File: config.mk
export PLATFORM = sky130hd
export DESIGN_NAME = alsc_top
export DESIGN_NICKNAME = d
export VERILOG_FILES = /design/src/common/alsc_pkg.sv /design/src/alsc_top.sv /design/src/alsc_conv.sv
export SDC_FILE = /design/constraint.sdc
export NUM_CORES = 1
export LEC_CHECK = 0
export BUFFER_PORTS_ARGS = -buffer_cell sky130_fd_sc_hd__buf_2
export CAP_MARGIN = 20
export CORE_MARGIN = 2
export CORE_UTILIZATION = 62
export CTS_BUF_LIST = sky130_fd_sc_hd__clkbuf_8
export DETAILED_ROUTE_END_ITERATION = 6
export GPL_ROUTABILITY_DRIVEN = 1
export MAX_ROUTING_LAYER = met4
export PLACE_DENSITY = 0.81
export SYNTH_ARGS = -nofsm -noshare
export SYNTH_HDL_FRONTEND = slang
export SYNTH_HIERARCHICAL = 1
export SYNTH_SLANG_ARGS = --single-unit
File: constraint.sdc
create_clock -name clock_i -period 3.3 [get_ports clock_i]
set_input_delay 0.165 -clock clock_i [delete_from_list [all_inputs] [get_ports clock_i]]
set_output_delay 0.165 -clock clock_i [all_outputs]
set_load 0.02 [all_outputs]
File: src/common/alsc_pkg.sv
// Shared constants, register map and carrier types of the light sensor control
package alsc_pkg;

  ////////////////////////////////////////////////////////////////////////////
  // Timing
  localparam int CLK_MHZ = 100;
  localparam int CONV_TIME_MS = 105;
  localparam int CONV_CYC = CONV_TIME_MS * 1000 * CLK_MHZ;
  localparam int ADC_BITS = 16;
  localparam int ADC_STEPS = 65536;
  localparam int TICK_MIN = 1;
  localparam int DIV_W = 24;

  ////////////////////////////////////////////////////////////////////////////
  // Register byte offsets
  localparam logic [4:0] OFS_CTRL = 5'h00;
  localparam logic [4:0] OFS_FLAGS = 5'h04;
  localparam logic [4:0] OFS_DATA = 5'h08;
  localparam logic [4:0] OFS_THR_LO = 5'h0C;
  localparam logic [4:0] OFS_THR_HI = 5'h10;
  localparam logic [4:0] OFS_IRQ_STAT = 5'h14;
  localparam logic [4:0] OFS_IRQ_CLR = 5'h18;
  localparam logic [4:0] OFS_IRQ_EN = 5'h1C;

  ////////////////////////////////////////////////////////////////////////////
  // Field positions and reset values
  localparam int CTRL_W = 9;
  localparam logic [CTRL_W-1:0] CTRL_RST = 9'h000;
  localparam int FLG_BROWNOUT = 0;
  localparam int FLG_INT = 1;
  localparam int FLG_BUSY = 2;
  localparam int IRQ_W = 2;
  localparam int IRQ_DONE = 0;
  localparam int IRQ_THR = 1;
  localparam logic [IRQ_W-1:0] IRQ_EN_RST = 2'h0;
  localparam logic [15:0] THR_LO_RST = 16'h0000;
  localparam logic [15:0] THR_HI_RST = 16'hFFFF;
  localparam logic [15:0] DATA_RST = 16'h0000;

  // Consecutive out-of-window results needed before the flag rises
  localparam logic [4:0] PERSIST_N0 = 5'h01;
  localparam logic [4:0] PERSIST_N1 = 5'h04;
  localparam logic [4:0] PERSIST_N2 = 5'h08;
  localparam logic [4:0] PERSIST_N3 = 5'h10;

  ////////////////////////////////////////////////////////////////////////////
  // Types
  typedef enum logic [1:0] {
    MODE_PD = 2'b00,
    MODE_CONT = 2'b01,
    MODE_AUTO = 2'b10,
    MODE_RSVD = 2'b11
  } alsc_mode_e;

  typedef enum logic {
    ST_OFF = 1'b0,
    ST_CONV = 1'b1
  } alsc_state_e;

  // Bits 8..0 of the control register
  typedef struct packed {
    logic [1:0] persist;
    logic osc_fast;
    logic [1:0] res;
    logic [1:0] range;
    alsc_mode_e mode;
  } alsc_ctrl_s;

  typedef struct packed {
    logic busy;
    logic done;
    logic [ADC_BITS-1:0] raw;
  } alsc_conv_s;

endpackage

File: src/alsc_top.sv
// Control logic of the ambient light sensor with its Avalon-MM register slave
//
// The placing of the registers and register access over Avalon-MM were decided locally.

// How it works
// Up to 16-bit conversion, 105 ms; lower res or fast osc shortens it.
// Auto mode runs one conversion then powers the converter down.
// Software power-down is entered and left only by a control write.
// Brownout flag is set at power-up until the host clears it.
// Interrupt flag and pin stay asserted until the host clears the flag.
// Conversions keep running while an interrupt is outstanding.
// Open-drain interrupt pin is pulled low while the flag is set.
// Lux range setting scales counts per lux of the result.
// Interrupt rises on a threshold crossing repeated per persistence.
// Host reaches all registers over the bus; control acts at completion.
module alsc_top #(
  parameter int CONV_CYC = alsc_pkg::CONV_CYC
) (
  input wire logic clock_i,
  input wire logic rst_b_i,
  input wire logic [4:0] avs_address_i,
  input wire logic avs_read_i,
  input wire logic avs_write_i,
  input wire logic [31:0] avs_writedata_i,
  input wire logic [3:0] avs_byteenable_i,
  output logic [31:0] avs_readdata_o,
  output logic avs_waitrequest_o,
  input wire logic comp_i,
  output logic int_o,
  output logic int_oe_o,
  output logic irq_o,
  output logic powered_o
);

  localparam int TICK_RAW = CONV_CYC / alsc_pkg::ADC_STEPS;
  localparam int TICK_CYC =
    (TICK_RAW < alsc_pkg::TICK_MIN) ? alsc_pkg::TICK_MIN : TICK_RAW;

  ////////////////////////////////////////////////////////////////////////////
  // Functions
  function automatic logic [31:0] be_mask(input logic [3:0] be);
    logic [31:0] m;
    m = 32'h00000000;
    for (int i = 0; i < 4; i++) begin
      m[8*i +: 8] = {8{be[i]}};
    end
    return m;
  endfunction

  function automatic logic [15:0] lux_scale(input logic [15:0] raw,
                                            input logic [1:0] rng);
    // Each range step gives a quarter of the counts per lux
    return raw >> {rng, 1'b0};
  endfunction

  function automatic logic [4:0] persist_need(input logic [1:0] p);
    logic [4:0] n;
    n = alsc_pkg::PERSIST_N3;
    case (p)
      2'b00: n = alsc_pkg::PERSIST_N0;
      2'b01: n = alsc_pkg::PERSIST_N1;
      2'b10: n = alsc_pkg::PERSIST_N2;
      default: n = alsc_pkg::PERSIST_N3;
    endcase
    return n;
  endfunction

  ////////////////////////////////////////////////////////////////////////////
  // Declarations
  logic wait_ff;
  logic [31:0] rdata_ff;
  logic req;
  logic wr_go;
  logic [31:0] wmask;
  logic [31:0] wdata_m;
  logic [31:0] rd_mux;
  alsc_pkg::alsc_ctrl_s ctrl_ff;
  alsc_pkg::alsc_ctrl_s nxt_ctrl;
  logic ctrl_wr;
  logic flags_wr;
  logic [15:0] thr_lo_ff;
  logic [15:0] thr_hi_ff;
  logic [15:0] data_ff;
  logic brownout_ff;
  logic int_flag_ff;
  logic [alsc_pkg::IRQ_W-1:0] irq_stat_ff;
  logic [alsc_pkg::IRQ_W-1:0] irq_en_ff;
  logic [alsc_pkg::IRQ_W-1:0] irq_clr;
  logic [alsc_pkg::IRQ_W-1:0] irq_set;
  logic irq_ff;
  logic int_oe_ff;
  logic comp_meta_ff;
  logic comp_sync_ff;
  alsc_pkg::alsc_state_e state_ff;
  alsc_pkg::alsc_state_e nxt_state;
  logic start_ff;
  logic nxt_start;
  logic abort_ff;
  logic nxt_abort;
  alsc_pkg::alsc_conv_s conv;
  logic [15:0] scaled;
  logic outside;
  logic [4:0] pcnt_ff;
  logic [4:0] pcnt_inc;
  logic thr_evt;

  ////////////////////////////////////////////////////////////////////////////
  // Avalon-MM slave: one wait state, answer in the cycle after the request
  assign req = (avs_read_i || avs_write_i) && wait_ff;
  assign wr_go = avs_write_i && !wait_ff;
  assign wmask = be_mask(avs_byteenable_i);
  assign wdata_m = avs_writedata_i & wmask;
  // Control writes take effect at the completing edge only
  assign ctrl_wr = wr_go && (avs_address_i == alsc_pkg::OFS_CTRL);
  assign flags_wr = wr_go && (avs_address_i == alsc_pkg::OFS_FLAGS);
  assign irq_clr = (wr_go && (avs_address_i == alsc_pkg::OFS_IRQ_CLR)) ?
                   wdata_m[alsc_pkg::IRQ_W-1:0] : '0;

  always_ff @(posedge clock_i or negedge rst_b_i) begin
    if (!rst_b_i) begin
      wait_ff <= 1'b1;
    end else begin
      wait_ff <= !req;
    end
  end

  always_comb begin
    rd_mux = 32'h00000000;
    case (avs_address_i)
      alsc_pkg::OFS_CTRL: rd_mux[alsc_pkg::CTRL_W-1:0] = ctrl_ff;
      alsc_pkg::OFS_FLAGS: begin
        rd_mux[alsc_pkg::FLG_BROWNOUT] = brownout_ff;
        rd_mux[alsc_pkg::FLG_INT] = int_flag_ff;
        rd_mux[alsc_pkg::FLG_BUSY] = conv.busy;
      end
      alsc_pkg::OFS_DATA: rd_mux[15:0] = data_ff;
      alsc_pkg::OFS_THR_LO: rd_mux[15:0] = thr_lo_ff;
      alsc_pkg::OFS_THR_HI: rd_mux[15:0] = thr_hi_ff;
      alsc_pkg::OFS_IRQ_STAT: rd_mux[alsc_pkg::IRQ_W-1:0] = irq_stat_ff;
      alsc_pkg::OFS_IRQ_EN: rd_mux[alsc_pkg::IRQ_W-1:0] = irq_en_ff;
      default: rd_mux = 32'h00000000;
    endcase
  end

  always_ff @(posedge clock_i or negedge rst_b_i) begin
    if (!rst_b_i) begin
      rdata_ff <= 32'h00000000;
    end else if (req && avs_read_i) begin
      rdata_ff <= rd_mux;
    end
  end

  ////////////////////////////////////////////////////////////////////////////
  // Read/write settings
  assign nxt_ctrl = (ctrl_ff & ~wmask[alsc_pkg::CTRL_W-1:0]) |
                    wdata_m[alsc_pkg::CTRL_W-1:0];

  always_ff @(posedge clock_i or negedge rst_b_i) begin
    if (!rst_b_i) begin
      ctrl_ff <= alsc_pkg::CTRL_RST;
      thr_lo_ff <= alsc_pkg::THR_LO_RST;
      thr_hi_ff <= alsc_pkg::THR_HI_RST;
      irq_en_ff <= alsc_pkg::IRQ_EN_RST;
    end else if (wr_go) begin
      case (avs_address_i)
        alsc_pkg::OFS_CTRL: ctrl_ff <= nxt_ctrl;
        alsc_pkg::OFS_THR_LO:
          thr_lo_ff <= (thr_lo_ff & ~wmask[15:0]) | wdata_m[15:0];
        alsc_pkg::OFS_THR_HI:
          thr_hi_ff <= (thr_hi_ff & ~wmask[15:0]) | wdata_m[15:0];
        alsc_pkg::OFS_IRQ_EN:
          irq_en_ff <= wdata_m[alsc_pkg::IRQ_W-1:0] |
                       (irq_en_ff & ~wmask[alsc_pkg::IRQ_W-1:0]);
        default: ;
      endcase
    end
  end

  ////////////////////////////////////////////////////////////////////////////
  // Comparator bit from the analog modulator is asynchronous
  always_ff @(posedge clock_i or negedge rst_b_i) begin
    if (!rst_b_i) begin
      comp_meta_ff <= 1'b0;
      comp_sync_ff <= 1'b0;
    end else begin
      comp_meta_ff <= comp_i;
      comp_sync_ff <= comp_meta_ff;
    end
  end

  ////////////////////////////////////////////////////////////////////////////
  // Measurement sequencer
  always_comb begin
    nxt_state = state_ff;
    nxt_start = 1'b0;
    nxt_abort = 1'b0;
    if (ctrl_wr) begin
      // Every control write restarts or stops the converter
      case (nxt_ctrl.mode)
        alsc_pkg::MODE_CONT, alsc_pkg::MODE_AUTO: begin
          nxt_state = alsc_pkg::ST_CONV;
          nxt_start = 1'b1;
        end
        default: begin
          nxt_state = alsc_pkg::ST_OFF;
          nxt_abort = 1'b1;
        end
      endcase
    end else if (conv.done) begin
      case (state_ff)
        alsc_pkg::ST_CONV: begin
          if (ctrl_ff.mode == alsc_pkg::MODE_CONT) begin
            // Interrupt state is not consulted here
            nxt_start = 1'b1;
          end else begin
            nxt_state = alsc_pkg::ST_OFF;
          end
        end
        default: nxt_state = alsc_pkg::ST_OFF;
      endcase
    end
  end

  always_ff @(posedge clock_i or negedge rst_b_i) begin
    if (!rst_b_i) begin
      state_ff <= alsc_pkg::ST_OFF;
      start_ff <= 1'b0;
      abort_ff <= 1'b0;
    end else begin
      state_ff <= nxt_state;
      start_ff <= nxt_start;
      abort_ff <= nxt_abort;
    end
  end

  alsc_conv #(
    .TICK_CYC(TICK_CYC)
  ) u_conv (
    .clock_i(clock_i),
    .rst_b_i(rst_b_i),
    .start_i(start_ff),
    .abort_i(abort_ff),
    .res_i(ctrl_ff.res),
    .osc_fast_i(ctrl_ff.osc_fast),
    .comp_i(comp_sync_ff),
    .conv_o(conv)
  );

  ////////////////////////////////////////////////////////////////////////////
  // Result and threshold window with persistence
  assign scaled = lux_scale(conv.raw, ctrl_ff.range);
  assign outside = (scaled < thr_lo_ff) || (scaled > thr_hi_ff);
  assign pcnt_inc = pcnt_ff + 5'h01;
  assign thr_evt = conv.done && outside &&
                   (pcnt_inc >= persist_need(ctrl_ff.persist));

  always_ff @(posedge clock_i or negedge rst_b_i) begin
    if (!rst_b_i) begin
      data_ff <= alsc_pkg::DATA_RST;
      pcnt_ff <= 5'h00;
    end else if (conv.done) begin
      data_ff <= scaled;
      // A result back inside the window restarts the run count
      if (!outside || thr_evt) begin
        pcnt_ff <= 5'h00;
      end else begin
        pcnt_ff <= pcnt_inc;
      end
    end
  end

  ////////////////////////////////////////////////////////////////////////////
  // Host-cleared flags; a set in the clearing cycle wins
  always_ff @(posedge clock_i or negedge rst_b_i) begin
    if (!rst_b_i) begin
      brownout_ff <= 1'b1;
    end else if (flags_wr && wdata_m[alsc_pkg::FLG_BROWNOUT]) begin
      brownout_ff <= 1'b0;
    end
  end

  always_ff @(posedge clock_i or negedge rst_b_i) begin
    if (!rst_b_i) begin
      int_flag_ff <= 1'b0;
    end else if (thr_evt) begin
      int_flag_ff <= 1'b1;
    end else if (flags_wr && wdata_m[alsc_pkg::FLG_INT]) begin
      int_flag_ff <= 1'b0;
    end
  end

  assign irq_set[alsc_pkg::IRQ_DONE] = conv.done;
  assign irq_set[alsc_pkg::IRQ_THR] = thr_evt;

  always_ff @(posedge clock_i or negedge rst_b_i) begin
    if (!rst_b_i) begin
      irq_stat_ff <= '0;
    end else begin
      irq_stat_ff <= (irq_stat_ff & ~irq_clr) | irq_set;
    end
  end

  ////////////////////////////////////////////////////////////////////////////
  // Outputs
  always_ff @(posedge clock_i or negedge rst_b_i) begin
    if (!rst_b_i) begin
      irq_ff <= 1'b0;
      int_oe_ff <= 1'b0;
    end else begin
      irq_ff <= |(irq_stat_ff & irq_en_ff);
      // Pin follows the flag, so it cannot drop while the flag stands
      int_oe_ff <= int_flag_ff;
    end
  end

  // Open-drain: only ever drives low
  assign int_o = 1'b0;
  assign int_oe_o = int_oe_ff;
  assign irq_o = irq_ff;
  assign avs_readdata_o = rdata_ff;
  assign avs_waitrequest_o = wait_ff;
  assign powered_o = conv.busy;

endmodule

File: src/alsc_conv.sv
// Charge-balancing conversion counter of the light sensor control
module alsc_conv #(
  parameter int TICK_CYC = 160
) (
  input wire logic clock_i,
  input wire logic rst_b_i,
  input wire logic start_i,
  input wire logic abort_i,
  input wire logic [1:0] res_i,
  input wire logic osc_fast_i,
  input wire logic comp_i,
  output alsc_pkg::alsc_conv_s conv_o
);

  localparam int HALF_CYC =
    (TICK_CYC / 2 < alsc_pkg::TICK_MIN) ? alsc_pkg::TICK_MIN : TICK_CYC / 2;
  localparam logic [alsc_pkg::DIV_W-1:0] LIM_SLOW =
    alsc_pkg::DIV_W'(TICK_CYC - 1);
  localparam logic [alsc_pkg::DIV_W-1:0] LIM_FAST =
    alsc_pkg::DIV_W'(HALF_CYC - 1);

  logic busy_ff;
  logic done_ff;
  logic [alsc_pkg::DIV_W-1:0] div_ff;
  logic tick_ff;
  logic [16:0] n_ff;
  logic [16:0] ones_ff;
  logic [15:0] raw_ff;
  logic [16:0] last_n;
  logic [16:0] ones_now;

  ////////////////////////////////////////////////////////////////////////////
  // Sample enable; the fast oscillator halves the time per count
  always_ff @(posedge clock_i or negedge rst_b_i) begin
    if (!rst_b_i) begin
      div_ff <= '0;
      tick_ff <= 1'b0;
    end else if (!busy_ff || start_i) begin
      div_ff <= '0;
      tick_ff <= 1'b0;
    end else if (div_ff >= (osc_fast_i ? LIM_FAST : LIM_SLOW)) begin
      div_ff <= '0;
      tick_ff <= 1'b1;
    end else begin
      div_ff <= div_ff + 1'b1;
      tick_ff <= 1'b0;
    end
  end

  // Lower resolution shortens the conversion: 2^(16-4*res) samples
  assign last_n = (17'h00001 << (5'h10 - {1'b0, res_i, 2'b00})) - 17'h00001;
  assign ones_now = ones_ff + {16'h0000, comp_i};

  ////////////////////////////////////////////////////////////////////////////
  // Count charge packets over the integration window
  always_ff @(posedge clock_i or negedge rst_b_i) begin
    if (!rst_b_i) begin
      busy_ff <= 1'b0;
      done_ff <= 1'b0;
      n_ff <= '0;
      ones_ff <= '0;
      raw_ff <= 16'h0000;
    end else begin
      done_ff <= 1'b0;
      if (abort_i) begin
        busy_ff <= 1'b0;
      end else if (start_i) begin
        busy_ff <= 1'b1;
        n_ff <= '0;
        ones_ff <= '0;
      end else if (busy_ff && tick_ff) begin
        if (n_ff == last_n) begin
          busy_ff <= 1'b0;
          done_ff <= 1'b1;
          // Full window of 65536 ones saturates at full scale
          raw_ff <= ones_now[16] ? 16'hFFFF : ones_now[15:0];
        end else begin
          n_ff <= n_ff + 17'h00001;
          ones_ff <= ones_now;
        end
      end
    end
  end

  assign conv_o.busy = busy_ff;
  assign conv_o.done = done_ff;
  assign conv_o.raw = raw_ff;

endmodule

==> flow_metrics.py <==
metrics = {
    "run_status": {
        "status": "finished, final reports clean",
    },
    "clock_tree": {
        "cts_buffers": 17,
        "root_buffer": "clkbuf_8",
        "post-cts-setup-buffer-count": 0,
        "cts_tree": "built",
        "cts.sinks": 169,
        "cts_max_level": 4,
        "clk_pin_slew_worst_paths_ns": 0.09,
        "clock_latency_ns": 0.46,
        "cts_buffer_depth": 2,
    },
    "detailed_routing": {
        "viasPerCell": 6.06,
        "ant_nets": 0,
        "drt-initial-drc-count": 547,
        "vias": 6917,
        "drt_wl_total_mm": 19.7,
        "wl_per_cell_um": 17.3,
        "route.detailed.drc": 0,
        "first_pass_iters": 5,
    },
    "synthesis": {
        "syn_area_um2": 9060,
        "synth_ff_type": "dfrtp_1",
        "synthCells": 868,
        "ys_top_cells_by_area": "dfrtp_1, ha_1, mux2_2",
        "ys_seq_elements": 169,
        "seq_area_frac_synth_pct": 46.9,
        "synthArstFlopShare_pct": 100,
        "synth-edff-count": 0,
        "synth_top_cell_by_area": "dfrtp_1",
        "synth.distinct_cells": 69,
        "syn_avg_cell_area_um2": 10.4,
        "yosys_warnings": 6,
        "yosys.area.top_type_share_pct": 41.7,
    },
    "floorplan": {
        "initial_utilization_pct": 62.8,
        "coreArea_um2": 14400,
        "die-area_um2": 15600,
        "die_h_um": 125,
        "io_pins": 83,
        "dieWidth_um": 125,
        "rows": 44,
    },
    "sta": {
        "post-route-period-util_pct": 87.6,
        "setup_viol": 0,
        "slew_headroom_pct": 37.3,
        "hold_viol": 0,
        "setup_tns_ns": 0,
        "clock.fmax_mhz": 346,
        "rsz0062_at_grt": "false",
        "skew_ns": 0.00941,
        "drv_slew": 0,
        "hold_slack_ns": 0.0559,
        "period_needed_ns": 2.89,
        "worst_pin_slew_ns": 0.937,
    },
    "layout": {
        "finalNetCount": 1035,
        "fill_cells": 1053,
        "area_growth_syn_to_layout_pct": 11.2,
        "antenna_cells": 0,
        "drive_gt1_share_pct": 19.0,
        "layout.cells.non_filler": 1142,
    },
    "setup_path": {
        "path_max_fanout": 15,
        "cp-end-kind": "flip-flop",
        "path_class": "reg2reg",
        "crit_required_ns": 3.70,
        "cp.arrival_ns": 3.30,
        "crit_path_start_kind": "flip-flop",
    },
    "placement": {
        "place_hpwl_mm": 13.7,
        "gp_congestion": 0.887,
        "io_buffers": 47,
        "placed_cells": 1090,
    },
    "power_and_ir_drop": {
        "cellLeakagePower_nw": 4.59,
        "power.density_nw_per_um2": 423,
        "total_power_mw": 4.26,
        "irDropWorstVdd_mv": 0.310,
    },
    "grt": {
        "grt_pass1_vias": 6639,
        "grt_usage_pct": 27.0,
        "grt_overflow": 0,
        "grt_max_degree": 71,
        "antenna_found_initial": 0,
        "grt_pass1_wl_mm": 33.3,
    },
    "run": {
        "cap_violations": 0,
    },
    "hold_path": {
        "hp-start": "avs_writedata_i[1]",
        "min_path_type": "in2reg",
    },
}
-- through the flow --
step,cell area (um2),util (%),worst slack [ns]
6_report,10100,69.8,0.408
5_1_grt,10100,69.8,0.158
4_1_cts,10100,69.8,0.408
3_5_place_dp,9430,65.4,0.421
3_3_place_gp,9430,65.4,0.468
2_1_floorplan,9170,-,0.341
-- cells in the final DEF (no fill, tap or decap), drive strengths merged, types with 20 or more instances in the layout --
master,instances
a21oi,32
nand3,36
mux2,44
buf,62
nand2,96
ha,44
dfrtp,151
dlygate4sd3,20
nor2,40
conb,32
o21ai,64
inv,47
-- metal layers --
| layer | vias to the layer above | track usage [%] | part of all wire, % |
|---|---|---|---|
| met3 | 49 | 5.28 | 4.8 |
| met1 | 3407 | 36.4 | 45 |
| li1 | 3253 | - | - |
| met2 | 208 | 41.0 | 47 |
| met4 | 0 | 10.6 | 3.1 |
| met5 | - | - | 0 |
-- Yosys cell counts, drive strengths merged, types with 6 or more instances --
| cell | count |
|---|---|
| nor4 | 12 |
| a222oi | 8 |
| buf | 34 |
| dfstp | 18 |
| nor2 | 40 |
| a2bb2oi | 13 |
| a21o | 6 |
| xor2 | 15 |
| o311ai | 6 |
| nor2b | 9 |
| ha | 44 |
| nand3 | 36 |
| nand2 | 96 |
| clkbuf | 20 |
| or3 | 12 |
| mux2 | 44 |
| nand4 | 16 |
| nor3 | 15 |
| and3 | 9 |
| a221o | 7 |
| xnor2 | 12 |
| inv | 43 |
| mux2i | 13 |
| a21oi | 32 |
| dfrtp | 151 |
| mux4 | 6 |
| nand2b | 12 |
| o21ai | 64 |
-- layout make-up --
cell class | instances | area (um2) | share of cell area [%]
Timing Repair Buffer | 82 | 567 | 5.63
Inverter | 43 | 161 | 1.60
Multi-Input combinational cell | 632 | 4420 | 43.9
Clock buffer | 18 | 248 | 2.46
Tap cell | 184 | 230 | 2.29
Sequential cell | 169 | 4250 | 42.2
Clock inverter | 14 | 193 | 1.91
-- path summary, 6_finish.rpt --
path | slack (ns) | end | depth (start not counted)
max | 0.41 | pcnt_ff[2]$_DFFE_PN0P_ | 9
min | 0.06 | flip-flop | 2
max in group asynchronous | 2.11 | asynchronous set/reset pin | 3
min reg2reg | 0.37 | comp_sync_ff$_DFF_PN0_ | 0
max reg2reg | 0.41 | pcnt_ff[2]$_DFFE_PN0P_ | 9
min in group asynchronous | 0.23 | avs_readdata_o[15]$_DFFE_PN0P_ | 2
-- worst max-delay path: stages (launching register included) --
cell and delay (ns):
dfrtp_1 0.50, buf_4 0.23, nor3b_1 0.50, ha_1 0.35, and4_1 0.24, a221o_1 0.36, a31oi_1 0.23, o21ai_2 0.15
o21ai_1 0.14, a21o_1 0.13
-- logic make-up (layout without fill, tap and decap cells) --
family	Yosys count	count (layout)	synth area share, %
and+or+nand+nor	282	282	16.1
AOI/OAI and AO/OA	184	184	14.1
adders and majority gates	44	44	6.08
DFF	169	169	46.9
buffers and inverters	97	157	5.50
muxes	63	63	8.66
other	2	32	0.0829
xor gates and xnor gates	27	27	2.61
-- what timing repair did --
item | CTS | global route
gates resized for setup | 0 | 0
hold endpoints to repair | 88 | 0
hold buffers | 20 | 0
-- power by group --
part | internal, mW | leakage, nW | switching (mW)
registers | 2.17 | 2.17 | 0.0641
logic | 0.161 | 2.20 | 0.258
clock network | 0.851 | 0.222 | 0.759
total | 3.18 | 4.59 | 1.08
Note: power is estimated with default switching activity, not from simulation.
